===== config.mk =====
export PLATFORM = sky130hd
export DESIGN_NAME = temperature_fault_response
export DESIGN_NICKNAME = d
export VERILOG_FILES = /design/src/include/temp_fault_pkg.sv /design/src/core/temp_action_mem.sv /design/src/core/temperature_fault_response.sv
export SDC_FILE = /design/constraint.sdc
export NUM_CORES = 1
export LEC_CHECK = 0
export ABC_AREA = 1
export BUFFER_PORTS_ARGS = -buffer_cell sky130_fd_sc_hd__buf_2
export CAP_MARGIN = 15
export CORE_MARGIN = 2
export CORE_UTILIZATION = 58
export CTS_CLUSTER_DIAMETER = 30
export CTS_CLUSTER_SIZE = 8
export DETAILED_ROUTE_END_ITERATION = 6
export PLACE_DENSITY = 0.8
export SETUP_SLACK_MARGIN = 0.3
export SYNTH_ARGS = -nofsm -noshare
export SYNTH_HDL_FRONTEND = slang
export SYNTH_SLANG_ARGS = --single-unit

===== constraint.sdc =====
create_clock -name clock -period 2.5 [get_ports clock]
set_clock_uncertainty 0.05 [all_clocks]
set_input_delay 0.5 -clock clock [delete_from_list [all_inputs] [get_ports clock]]
set_output_delay 0.5 -clock clock [all_outputs]
set_load 0.01 [all_outputs]

===== src/include/temp_fault_pkg.sv =====
// Constants, types and helpers shared by the temperature fault response design.
package temp_fault_pkg;

  // ----------------------------------------------------------------------
  // Command codes and reset values
  // ----------------------------------------------------------------------
  localparam logic [7:0] CMD_PS_OVERTEMP_ACTION  = 8'h50;
  localparam logic [7:0] CMD_PS_UNDERTEMP_ACTION = 8'h54;
  localparam logic [7:0] CMD_INTERNAL_OT_ACTION  = 8'hd6;
  localparam logic [7:0] RST_PS_OVERTEMP_ACTION  = 8'hb8;
  localparam logic [7:0] RST_PS_UNDERTEMP_ACTION = 8'h00;
  localparam logic [7:0] RST_INTERNAL_OT_ACTION  = 8'hc0;
  localparam logic [7:0] RST_READ_DATA           = 8'h00;

  // ----------------------------------------------------------------------
  // Field layout of a response byte
  // ----------------------------------------------------------------------
  localparam int RESP_MSB  = 7;
  localparam int RESP_LSB  = 6;
  localparam int RETRY_MSB = 5;
  localparam int RETRY_LSB = 3;
  localparam int DELAY_MSB = 2;
  localparam int DELAY_LSB = 0;

  localparam logic [1:0] RESP_CONTINUE      = 2'b00;
  localparam logic [1:0] RESP_UNSUPPORTED   = 2'b01;
  localparam logic [1:0] RESP_SHUTDOWN      = 2'b10;
  localparam logic [1:0] RESP_WHILE_PRESENT = 2'b11;
  localparam logic [2:0] RETRY_NONE         = 3'b000;
  localparam logic [2:0] RETRY_FOREVER      = 3'b111;
  localparam logic [1:0] ONE_DATA_BYTE      = 2'b01;

  // ----------------------------------------------------------------------
  // Timing
  // ----------------------------------------------------------------------
  localparam int CLOCK_MHZ        = 200;
  localparam int ADC_LAG_MS       = 90;
  localparam int ADC_LAG_CYCLES   = ADC_LAG_MS * 1000 * CLOCK_MHZ;
  localparam int RETRY_COUNT_W    = 16;
  localparam int PAGES_DEFAULT    = 2;

  // ----------------------------------------------------------------------
  // Types
  // ----------------------------------------------------------------------
  typedef enum logic [1:0] {
    CH_RUN         = 2'b00,
    CH_LATCHED_OFF = 2'b01,
    CH_RETRY_WAIT  = 2'b10
  } chan_state_t;

  typedef struct packed {
    logic       valid;
    logic       write;
    logic [7:0] code;
    logic [7:0] data;
    logic [1:0] byte_count;
  } pmbus_req_t;

  // ----------------------------------------------------------------------
  // Helpers
  // ----------------------------------------------------------------------
  function automatic logic [1:0] resp_field(input logic [7:0] b);
    resp_field = b[RESP_MSB:RESP_LSB];
  endfunction : resp_field

  function automatic logic [2:0] retry_field(input logic [7:0] b);
    retry_field = b[RETRY_MSB:RETRY_LSB];
  endfunction : retry_field

  function automatic logic ps_action_ok(input logic [7:0] b);
    ps_action_ok = (resp_field(b) == RESP_CONTINUE) || (resp_field(b) == RESP_SHUTDOWN);
  endfunction : ps_action_ok

  function automatic logic internal_action_ok(input logic [7:0] b);
    internal_action_ok = (resp_field(b) != RESP_CONTINUE) && (resp_field(b) != RESP_UNSUPPORTED)
                         && (retry_field(b) == RETRY_NONE);
  endfunction : internal_action_ok

endpackage : temp_fault_pkg


===== src/core/temp_action_mem.sv =====
// Small register memory holding the paged response bytes.
`timescale 1ns/10ps
module temp_action_mem
  import temp_fault_pkg::*;
#(
  parameter int         WIDTH      = 8,
  parameter int         DEPTH      = 4,
  parameter int         ADDR_W     = 2,
  parameter logic [7:0] RESET_EVEN = RST_PS_OVERTEMP_ACTION,
  parameter logic [7:0] RESET_ODD  = RST_PS_UNDERTEMP_ACTION
) (
  input  wire logic                   clock,
  input  wire logic                   rst_n,
  input  wire logic                   wr_en,
  input  wire logic [ADDR_W-1:0]      wr_addr,
  input  wire logic [WIDTH-1:0]       wr_data,
  input  wire logic [ADDR_W-1:0]      rd_addr,
  output logic      [WIDTH-1:0]       rd_data,
  output logic      [DEPTH*WIDTH-1:0] contents
);

  // ----------------------------------------------------------------------
  // Storage
  // ----------------------------------------------------------------------
  // Every entry is also exposed flat, because the fault logic of all
  // channels must see its settings at once, not through one read port.
  always_ff @(posedge clock) begin
    if (!rst_n) begin
      for (int i = 0; i < DEPTH; i++) begin
        contents[i*WIDTH +: WIDTH] <= (i % 2 == 0) ? RESET_EVEN : RESET_ODD;
      end
    end else if (wr_en) begin
      contents[int'(wr_addr)*WIDTH +: WIDTH] <= wr_data;
    end
  end

  always_ff @(posedge clock) begin
    if (!rst_n) begin
      rd_data <= '0;
    end else begin
      rd_data <= contents[int'(rd_addr)*WIDTH +: WIDTH];
    end
  end

endmodule : temp_action_mem


===== src/core/temperature_fault_response.sv =====
// Temperature fault response: command decode, status bits, alert and output control.
`timescale 1ns/10ps

// Behaviour
// - Internal overtemperature sets manufacturer summary and internal overtemperature status bits.
// - Internal overtemperature asserts alert unless its mask is set.
// - Writing internal response code 00 or 01 raises a CML fault.
// - Internal code 10 disables output at once, then follows retry field.
// - Internal code 11 holds output off while condition lasts, then re-enables.
// - Latched status clears on clear-faults, off-then-on run cycle, or power reset; the CML bit clears only on clear-faults or power reset.
// - Retry 000 means no restart; output stays off until fault cleared.
// - Writing internal retry field 001 to 111 raises a CML fault.
// - Internal delay field bits 2:0 are ignored.
// - Paged byte command 0x50 holds power stage overtemperature response, default 0xb8.
// - Paged byte command 0x54 holds power stage undertemperature response, default 0x00.
// - Power stage overtemperature sets temperature summary and overtemperature bits, alerts unless masked.
// - Power stage faults come from measurements; reaction may lag about 90 ms.
// - Each response command carries exactly one data byte.
// - Power stage code 00 keeps running but still sets status and alert.
// - Power stage retry 111 restarts repeatedly at the retry interval until stopped.
// - Power stage codes 01 and 11 are unsupported and raise CML on write.
module temperature_fault_response
  import temp_fault_pkg::*;
#(
  parameter int PAGES   = PAGES_DEFAULT,
  parameter int PAGE_W  = (PAGES > 1) ? $clog2(PAGES) : 1,
  parameter int RETRY_W = RETRY_COUNT_W
) (
  input  wire logic               clock,
  input  wire logic               rst_n,
  input  wire pmbus_req_t         req,
  input  wire logic [PAGE_W-1:0]  page,
  output logic                    rsp_valid,
  output logic      [7:0]         rsp_data,
  input  wire logic               clear_faults,
  input  wire logic               internal_ot,
  input  wire logic [PAGES-1:0]   ps_ot,
  input  wire logic [PAGES-1:0]   ps_ut,
  input  wire logic               mask_internal_ot,
  input  wire logic [PAGES-1:0]   mask_ps_ot,
  input  wire logic [PAGES-1:0]   mask_ps_ut,
  input  wire logic [PAGES-1:0]   run_control_pin,
  input  wire logic [PAGES-1:0]   operation_on,
  input  wire logic [RETRY_W-1:0] retry_interval_setting,
  output logic      [PAGES-1:0]   output_enable,
  output logic                    status_word_mfr,
  output logic                    mfr_ot_fault,
  output logic      [PAGES-1:0]   status_byte_temp,
  output logic      [PAGES-1:0]   temp_ot_fault,
  output logic      [PAGES-1:0]   temp_ut_fault,
  output logic                    cml_fault,
  output logic                    alert_out,
  output logic                    alert_oe
);

  localparam int SLOTS  = 2 * PAGES;
  localparam int SLOT_W = PAGE_W + 1;

  // ----------------------------------------------------------------------
  // Declarations
  // ----------------------------------------------------------------------
  logic [7:0]             internal_action;
  logic                   mem_wr;
  logic                   int_wr;
  logic                   cml_set;
  logic                   page_ok;
  logic [SLOT_W-1:0]      wr_slot;
  logic [7:0]             mem_rd_data;
  logic [SLOTS*8-1:0]     mem_contents;
  logic                   rd_pending;
  logic [7:0]             rd_code;
  logic [PAGES-1:0]       cmd_on;
  logic [PAGES-1:0]       cmd_on_q;
  logic [PAGES-1:0]       on_rise;
  logic [PAGES-1:0]       chan_clear;
  logic [PAGES-1:0]       latch_trip;
  logic [PAGES-1:0]       retry_trip;
  logic                   int_trip;
  logic                   int_hold;
  chan_state_t            chan_state [PAGES];
  logic [RETRY_W-1:0]     retry_cnt  [PAGES];

  function automatic logic [7:0] slot_action(input logic [SLOTS*8-1:0] all, input int slot);
    slot_action = all[slot*8 +: 8];
  endfunction : slot_action

  // ----------------------------------------------------------------------
  // Command decode
  // ----------------------------------------------------------------------
  assign page_ok = (int'(page) < PAGES);
  assign wr_slot = (req.code == CMD_PS_UNDERTEMP_ACTION) ? {page, 1'b1} : {page, 1'b0};

  always_comb begin
    mem_wr  = 1'b0;
    int_wr  = 1'b0;
    cml_set = 1'b0;
    if (req.valid && req.write) begin
      if (req.byte_count != ONE_DATA_BYTE) begin
        cml_set = 1'b1;
      end else if (req.code == CMD_PS_OVERTEMP_ACTION || req.code == CMD_PS_UNDERTEMP_ACTION) begin
        if (ps_action_ok(req.data) && page_ok) begin
          mem_wr = 1'b1;
        end else begin
          cml_set = 1'b1;
        end
      end else if (req.code == CMD_INTERNAL_OT_ACTION) begin
        if (internal_action_ok(req.data)) begin
          int_wr = 1'b1;
        end else begin
          cml_set = 1'b1;
        end
      end else begin
        cml_set = 1'b1;
      end
    end else if (req.valid) begin
      if (req.code == CMD_PS_OVERTEMP_ACTION || req.code == CMD_PS_UNDERTEMP_ACTION) begin
        cml_set = !page_ok;
      end else if (req.code != CMD_INTERNAL_OT_ACTION) begin
        cml_set = 1'b1;
      end
    end
  end

  // ----------------------------------------------------------------------
  // Response settings
  // ----------------------------------------------------------------------
  temp_action_mem #(
    .WIDTH      (8),
    .DEPTH      (SLOTS),
    .ADDR_W     (SLOT_W),
    .RESET_EVEN (RST_PS_OVERTEMP_ACTION),
    .RESET_ODD  (RST_PS_UNDERTEMP_ACTION)
  ) u_action_mem (
    .clock    (clock),
    .rst_n    (rst_n),
    .wr_en    (mem_wr),
    .wr_addr  (wr_slot),
    .wr_data  (req.data),
    .rd_addr  (wr_slot),
    .rd_data  (mem_rd_data),
    .contents (mem_contents)
  );

  // The delay bits are stored so that they read back, but nothing acts on them.
  always_ff @(posedge clock) begin
    if (!rst_n) begin
      internal_action <= RST_INTERNAL_OT_ACTION;
    end else if (int_wr) begin
      internal_action <= req.data;
    end
  end

  // ----------------------------------------------------------------------
  // Read path
  // ----------------------------------------------------------------------
  // Reads take two cycles: one for the memory register, one for the mux register.
  always_ff @(posedge clock) begin
    if (!rst_n) begin
      rd_pending <= 1'b0;
      rd_code    <= '0;
    end else begin
      rd_pending <= req.valid && !req.write;
      rd_code    <= req.code;
    end
  end

  always_ff @(posedge clock) begin
    if (!rst_n) begin
      rsp_valid <= 1'b0;
      rsp_data  <= RST_READ_DATA;
    end else begin
      rsp_valid <= rd_pending;
      if (rd_code == CMD_INTERNAL_OT_ACTION) begin
        rsp_data <= internal_action;
      end else if (rd_code == CMD_PS_OVERTEMP_ACTION || rd_code == CMD_PS_UNDERTEMP_ACTION) begin
        rsp_data <= mem_rd_data;
      end else begin
        rsp_data <= RST_READ_DATA;
      end
    end
  end

  // ----------------------------------------------------------------------
  // Fault decode per channel
  // ----------------------------------------------------------------------
  assign int_trip = internal_ot && (resp_field(internal_action) == RESP_SHUTDOWN);
  assign int_hold = internal_ot && (resp_field(internal_action) == RESP_WHILE_PRESENT);

  always_comb begin
    logic [7:0] ot_act;
    logic [7:0] ut_act;
    logic       ot_trip;
    logic       ut_trip;
    ot_act     = '0;
    ut_act     = '0;
    ot_trip    = 1'b0;
    ut_trip    = 1'b0;
    cmd_on     = '0;
    on_rise    = '0;
    chan_clear = '0;
    latch_trip = '0;
    retry_trip = '0;
    for (int c = 0; c < PAGES; c++) begin
      ot_act        = slot_action(mem_contents, 2 * c);
      ut_act        = slot_action(mem_contents, 2 * c + 1);
      ot_trip       = ps_ot[c] && (resp_field(ot_act) == RESP_SHUTDOWN);
      ut_trip       = ps_ut[c] && (resp_field(ut_act) == RESP_SHUTDOWN);
      cmd_on[c]     = run_control_pin[c] && operation_on[c];
      on_rise[c]    = cmd_on[c] && !cmd_on_q[c];
      chan_clear[c] = clear_faults || on_rise[c];
      latch_trip[c] = int_trip || (ot_trip && retry_field(ot_act) != RETRY_FOREVER)
                      || (ut_trip && retry_field(ut_act) != RETRY_FOREVER);
      retry_trip[c] = (ot_trip && retry_field(ot_act) == RETRY_FOREVER)
                      || (ut_trip && retry_field(ut_act) == RETRY_FOREVER);
    end
  end

  always_ff @(posedge clock) begin
    if (!rst_n) begin
      cmd_on_q <= '0;
    end else begin
      cmd_on_q <= cmd_on;
    end
  end

  // ----------------------------------------------------------------------
  // Channel state and output control
  // ----------------------------------------------------------------------
  // A clear while the fault is still present simply re-trips on the next cycle.
  always_ff @(posedge clock) begin
    if (!rst_n) begin
      for (int c = 0; c < PAGES; c++) begin
        chan_state[c] <= CH_RUN;
        retry_cnt[c]  <= '0;
      end
    end else begin
      for (int c = 0; c < PAGES; c++) begin
        if (chan_clear[c]) begin
          chan_state[c] <= CH_RUN;
        end else begin
          case (chan_state[c])
            CH_RUN: begin
              if (cmd_on[c] && latch_trip[c]) begin
                chan_state[c] <= CH_LATCHED_OFF;
              end else if (cmd_on[c] && retry_trip[c]) begin
                chan_state[c] <= CH_RETRY_WAIT;
                retry_cnt[c]  <= retry_interval_setting;
              end
            end
            CH_LATCHED_OFF: begin
              chan_state[c] <= CH_LATCHED_OFF;
            end
            CH_RETRY_WAIT: begin
              if (latch_trip[c]) begin
                chan_state[c] <= CH_LATCHED_OFF;
              end else if (!cmd_on[c] || retry_cnt[c] == '0) begin
                chan_state[c] <= CH_RUN;
              end else begin
                retry_cnt[c] <= retry_cnt[c] - 1'b1;
              end
            end
            default: begin
              chan_state[c] <= CH_RUN;
            end
          endcase
        end
      end
    end
  end

  always_ff @(posedge clock) begin
    if (!rst_n) begin
      output_enable <= '0;
    end else begin
      for (int c = 0; c < PAGES; c++) begin
        output_enable[c] <= cmd_on[c] && (chan_state[c] == CH_RUN) && !chan_clear[c]
                            && !latch_trip[c] && !retry_trip[c] && !int_hold;
      end
    end
  end

  // ----------------------------------------------------------------------
  // Status bits and alert
  // ----------------------------------------------------------------------
  // Every sticky bit lets a new event win over a clear in the same cycle.
  always_ff @(posedge clock) begin
    if (!rst_n) begin
      status_word_mfr <= 1'b0;
      mfr_ot_fault    <= 1'b0;
    end else begin
      status_word_mfr <= (status_word_mfr && !(|chan_clear)) || internal_ot;
      mfr_ot_fault    <= (mfr_ot_fault && !(|chan_clear)) || internal_ot;
    end
  end

  always_ff @(posedge clock) begin
    if (!rst_n) begin
      status_byte_temp <= '0;
      temp_ot_fault    <= '0;
      temp_ut_fault    <= '0;
    end else begin
      status_byte_temp <= (status_byte_temp & ~chan_clear) | ps_ot | ps_ut;
      temp_ot_fault    <= (temp_ot_fault & ~chan_clear) | ps_ot;
      temp_ut_fault    <= (temp_ut_fault & ~chan_clear) | ps_ut;
    end
  end

  always_ff @(posedge clock) begin
    if (!rst_n) begin
      cml_fault <= 1'b0;
    end else begin
      cml_fault <= (cml_fault && !clear_faults) || cml_set;
    end
  end

  // The alert is an open-drain low: the pin is pulled down whenever enabled.
  always_ff @(posedge clock) begin
    if (!rst_n) begin
      alert_out <= 1'b0;
      alert_oe  <= 1'b0;
    end else begin
      alert_out <= 1'b0;
      alert_oe  <= (mfr_ot_fault && !mask_internal_ot)
                   || (|(temp_ot_fault & ~mask_ps_ot))
                   || (|(temp_ut_fault & ~mask_ps_ut))
                   || cml_fault;
    end
  end

endmodule : temperature_fault_response


; ---- Word level (Yosys, flattened, before mapping)
; Memories as Yosys holds them, arrays and structs flattened.
; Index checks and enable logic that the tools add are counted.
[totals]
regBits = 80
latch_bits = 0
ramBits = 36
mem_bits_ro = 0
inputBits = 54
elab_cells = 287
n_memories = 2
[op_classes]
addsub = 3
multipliers = 0
n_div = 0
n_lt_le_gt_ge = 0
n_eq_ne = 28
shift = 3
muxes = 119
n_bitwise = 30
n_reduce_logical = 86
[memory_table]
columns = name, words, word_bits, rd, rd_ports_with_merged_regs, write_ports, line
row1 = retry_cnt, 2, 16, 2, 0, 2, temperature_fault_response.sv:81  ; logic [RETRY_W-1:0] retry_cnt [PAGES];
row2 = chan_state, 2, 2, 2, 0, 2, temperature_fault_response.sv:80  ; chan_state_t chan_state [PAGES];
[ops]
columns = cell, count
row1 = 1-bit 2-to-1 mux, 98
row2 = 16-bit 2-to-1 mux, 4
row3 = 1-bit logical AND, 40
row4 = 5-bit negation with 33-bit output, 1
row5 = 8-bit by 33-bit variable shift with 32-bit output (first input constant), 1
row6 = 8-bit by 33-bit variable part select with 32-bit output, 1
row7 = 32-bit bitwise mux, 1
row8 = 8-bit by 7-bit == test with 1-bit output (second input constant), 4
row9 = 16-bit logical NOT, 2
row10 = 32-bit by 6-bit variable part select with 8-bit output, 1
row11 = 16-bit by 1-bit subtractor with 16-bit output (second input constant), 2
row12 = 2-bit 2-to-1 mux, 14
row13 = 1-bit logical OR, 19
row14 = 2-bit == test (second input constant), 9
row15 = 1-bit bitwise OR, 18
row16 = 8-bit == test (second input constant), 2
row17 = 8-bit 2-to-1 mux, 2
row18 = 1-bit logical NOT, 15
row19 = 3-bit == test (second input constant), 4
row20 = 3-bit inequality test (second input constant), 4
row21 = 2-bit AND, 5
row22 = 8-bit inequality test (second input constant), 1
row23 = 2-bit bitwise OR, 4
row24 = 2-bit logical NOT, 3
row25 = other kinds (7), 14

; ---- Depth between registers and ports, before layout
[logic_depth]
ltp_word = 17
mapped_depth = 14
ltp_nobuf = 14

; ---- Cells and area by module
; From an unflattened synthesis, not the netlist that was laid out.
[hier_totals]
cells_unflattened = 866
hier_area_um2 = 6253.5
[modules_own_cells]
columns = module, instances, cells_each, area_per_inst_um2
row1 = temperature_fault_response, 1, 581, 4352.9
row2 = temp_action_mem, 1, 285, 1900.6

; ---- Least setup slack after synthesis
; OpenSTA, ideal clock, no wires.
[synth_timing]
path_type = input to register
from = input operation_on[1]
to = memory retry_cnt[1][0] (netlist bit), enable pin
setup_time_ns = 0.375
arrival_ns = 1.715
t_required_ns = 2.075
slack_ns = 0.360
cell_stages = 7
n_path_buf = 2
path_cell_list = nand3_1 nand3_1 nor3_1 nand3_1 buf_2 buf_6 nand3_1
[synth_lines]
columns = item, line
row1 = start: declaration, temperature_fault_response.sv:43  ; input wire logic [PAGES-1:0] operation_on,
row2 = end: declaration, temperature_fault_response.sv:81

==> impl_metrics.tcl <==
set metrics [dict create \
    yosys_warnings 0 \
    critPathArrivalTime_ns 2.29 \
    cp_max_fo 28 \
    antenna-diode-count 0 \
    route.detailed.drc 0 \
    synth_top_area_frac 0.264 \
    grt_setup_unrepaired "true" \
    globalplace.congestion 0.857 \
    postLayoutCoreUtil 0.702 \
    dr.pass1.iters 7 \
    hpwl_um 10100 \
    p_clk_frac 0.492 \
    critical_path_class "reg -> reg" \
    cts_buffers 17 \
    grt.overflow.total 0 \
    critPathRequiredTime_ns 2.70 \
    hp-class "in -> reg" \
    combPwrFrac 0.077 \
    yosys-top-cells-count "nand2_1 (214), inv_1 (117), nor2_1 (83)" \
    synth_cell_types 43 \
    grt_pass1_vias 5139 \
    cts_max_path_buffers 2 \
    crit_start "retry_cnt[1][5]" \
    syn_inst 838 \
    cap_viol_max_count 0 \
    num_vias 5611 \
    drtAntennaViolNets 0 \
    syn_area_sq_mm 0.00607 \
    async_flop_share 0 \
    die_h_um 106 \
    grt_pass1_wl_um 23900 \
    cts_setup_buffers 0 \
    synthesis.nets 900 \
    vias_per_cell 5.25 \
    synth.yosys.seq_area_share 0.442 \
    slew_viol_final 0 \
    synth_area_leaders "dfxtp_1 (26%), edfxtp_1 (18%), nand2_1 (13%)" \
    grt_usage 0.268 \
    p_switching_mw 1.10 \
    p_leak_nw 3.43 \
    power_frac_seq 0.431 \
    synth.avg_cell_area_sq_um 7.24 \
    fmax_mhz 480 \
    start_util 0.593 \
    grt_max_degree 56 \
    portBuffers 74 \
    yosys.cell_count.top_type "nand2_1" \
    r2r-start "retry_cnt[1][5]" \
    fin_hold_ws_ns 0.142 \
    cp_slowest_stage_delay_ns 0.42 \
    path_cells "nor2_1 > nand2_1 > nor2_1 > a21oi_1 > nand3_1 > buf_6 > inv_1 > o21ai_0 > o21ai_0" \
    worstSetupStartpointType "flip-flop" \
    finalHoldViolCount 0 \
    die_x_um 106 \
    path_clk_slew_ns 0.06 \
    fin_crit_sh 0.833 \
    min_period_ns 2.08 \
    ys_seq_elements 116 \
    clk_latency_ns 0.51 \
    fp.coreArea_sq_mm 0.0102 \
    finalNetCount 982 \
    area_delta_synth_final_pct 18.3 \
    die_area_sq_mm 0.0113 \
    hold_buffers 0 \
    rows 37 \
    synth_edf_count 36 \
    drt_wl_total_um 14400 \
    root_buffer "clkbuf_8" \
    cpMaxStageDelayCell "edfxtp_1" \
    io_pins 76 \
    vdd_drop_max_mv 0.472 \
    ys.flop_type "dfxtp_1" \
    max_slew.worst_pin.slew_ns 0.556 \
    status "complete, no violations" \
    antenna_found_initial 0 \
    setup_tns_ns 0 \
    cts.sinks 116 \
    swShare 0.231 \
    setup_viol 0 \
    yosysTopAreaCell "dfxtp_1" \
    end_kind "flip-flop" \
    min-delay-start "req[15]" \
    cts_tree "yes" \
    htree_levels 4 \
    wl_per_cell_um 13.5 \
    relSlewSlack 0.629 \
    p_int_mw 3.64 \
    drtIter0Drc 444 \
    p_per_area_mw_per_mm2 660 \
    drive_above_1_share 0.167 \
]
## metrics by stage
stage / total power, mW / instance area [sq um] / std cells / setup WS [ns]
after floorplan: 2.30 / 6070 / 838 / 0.360
after global placement: 2.43 / 6560 / 1036 / 0.178
final: 4.74 / 7180 / 1068 / 0.418
after CTS: 4.76 / 7130 / 1067 / 0.315
after global routing: 4.92 / 7180 / 1068 / 0.228
after detailed placement: 2.44 / 6560 / 1036 / 0.125
## power by group through the flow
stage	Combinational [mW]	Clock, mW	Sequential (mW)
6_report	0.365	2.33	2.04
4_1_cts	0.360	2.36	2.04
2_1_floorplan	0.224	0	2.08
3_5_place_dp	0.356	0	2.08
3_3_place_gp	0.352	0	2.08
5_1_grt	0.413	2.46	2.05
## per-layer routing
layer	part of all wire	track usage	wire length [um]	vias up
li1	-	-	-	2841
met4	0.021	0.0959	307	0
met5	0	0	0	-
met2	0.45	0.425	6560	227
met1	0.44	0.358	6410	2513
met3	0.079	0.0632	1140	30
## critical path: cells and delay by family (launching register included)
family	cells	cell delay, ns
buf+inv	2	0.37
flops	1	0.42
simple gates	4	0.65
compound gates	3	0.33
## flip-flops by register name, summed over array words and instances (netlist names)
name                   flops
rsp_data                   8
retry_cnt                 32
internal_action            8
rd_code                    8
output_enable              2
rd_pending                 1
u_action_mem.contents     32
cml_fault                  1
status_byte_temp           2
temp_ot_fault              2
status_word_mfr            1
cmd_on_q                   2
chan_state                 4
u_action_mem.rd_data       8
mfr_ot_fault               1
rsp_valid                  1
alert_oe                   1
temp_ut_fault              2
## cells by family after synthesis
group,Yosys count,synth area share
AOI/OAI and AO/OA,113,0.0963
and+or+nand+nor,430,0.314
adders and majority gates,8,0.0165
DFF,116,0.442
other,1,0.000618
buffers and inverters,149,0.101
xor gates and xnor gates,21,0.0303
## what timing repair did
item / CTS / global route
resized for setup: 1 / 9
cloned: 0 / 1
hold endpoints to repair: 0 / 0
setup endpoints to repair: 1 / 32
## final timing paths
path / end / slack [ns] / depth (start not counted)
setup / recovery: retry_cnt[1][13] / 0.42 / 9
hold / removal: rd_code[5] / 0.14 / 3
hold reg to reg: rsp_valid / 0.37 / 2
setup reg to reg: retry_cnt[1][13] / 0.42 / 9
## placed cells by master, fill, tap and decap left out, types with 2 or more instances in the layout
cell type and n:
nor2_4 5, clkbuf_16 17, nand2_1 214, nand3b_1 2, nor2_2 8, nand4_1 4
o21ai_1 16, o21ai_2 2, xor2_1 12, nor3_1 17, buf_4 10, o21ai_0 39
a21oi_1 49, xnor2_1 9, nand2_2 8, dfxtp_1 80, clkinv_2 6, nor2_1 83
ha_1 7, nand3_2 2, inv_4 2, inv_2 7, edfxtp_1 36, nand3_1 77
clkbuf_8 3, inv_1 116, nand3_4 3, a31oi_1 2, buf_2 74, bufinv_16 2
nor4_1 2
## cell type report
cell class / count / area [sq um]
Multi-Input combinational cell: 574 / 2800
Sequential cell: 116 / 2680
Tap cell: 136 / 170
Timing Repair Buffer: 86 / 477
Inverter: 125 / 472
Fill cell: 872 / 3050
Clock buffer: 21 / 470
Clock inverter: 10 / 104
Note: power is estimated with default switching activity, not from simulation.
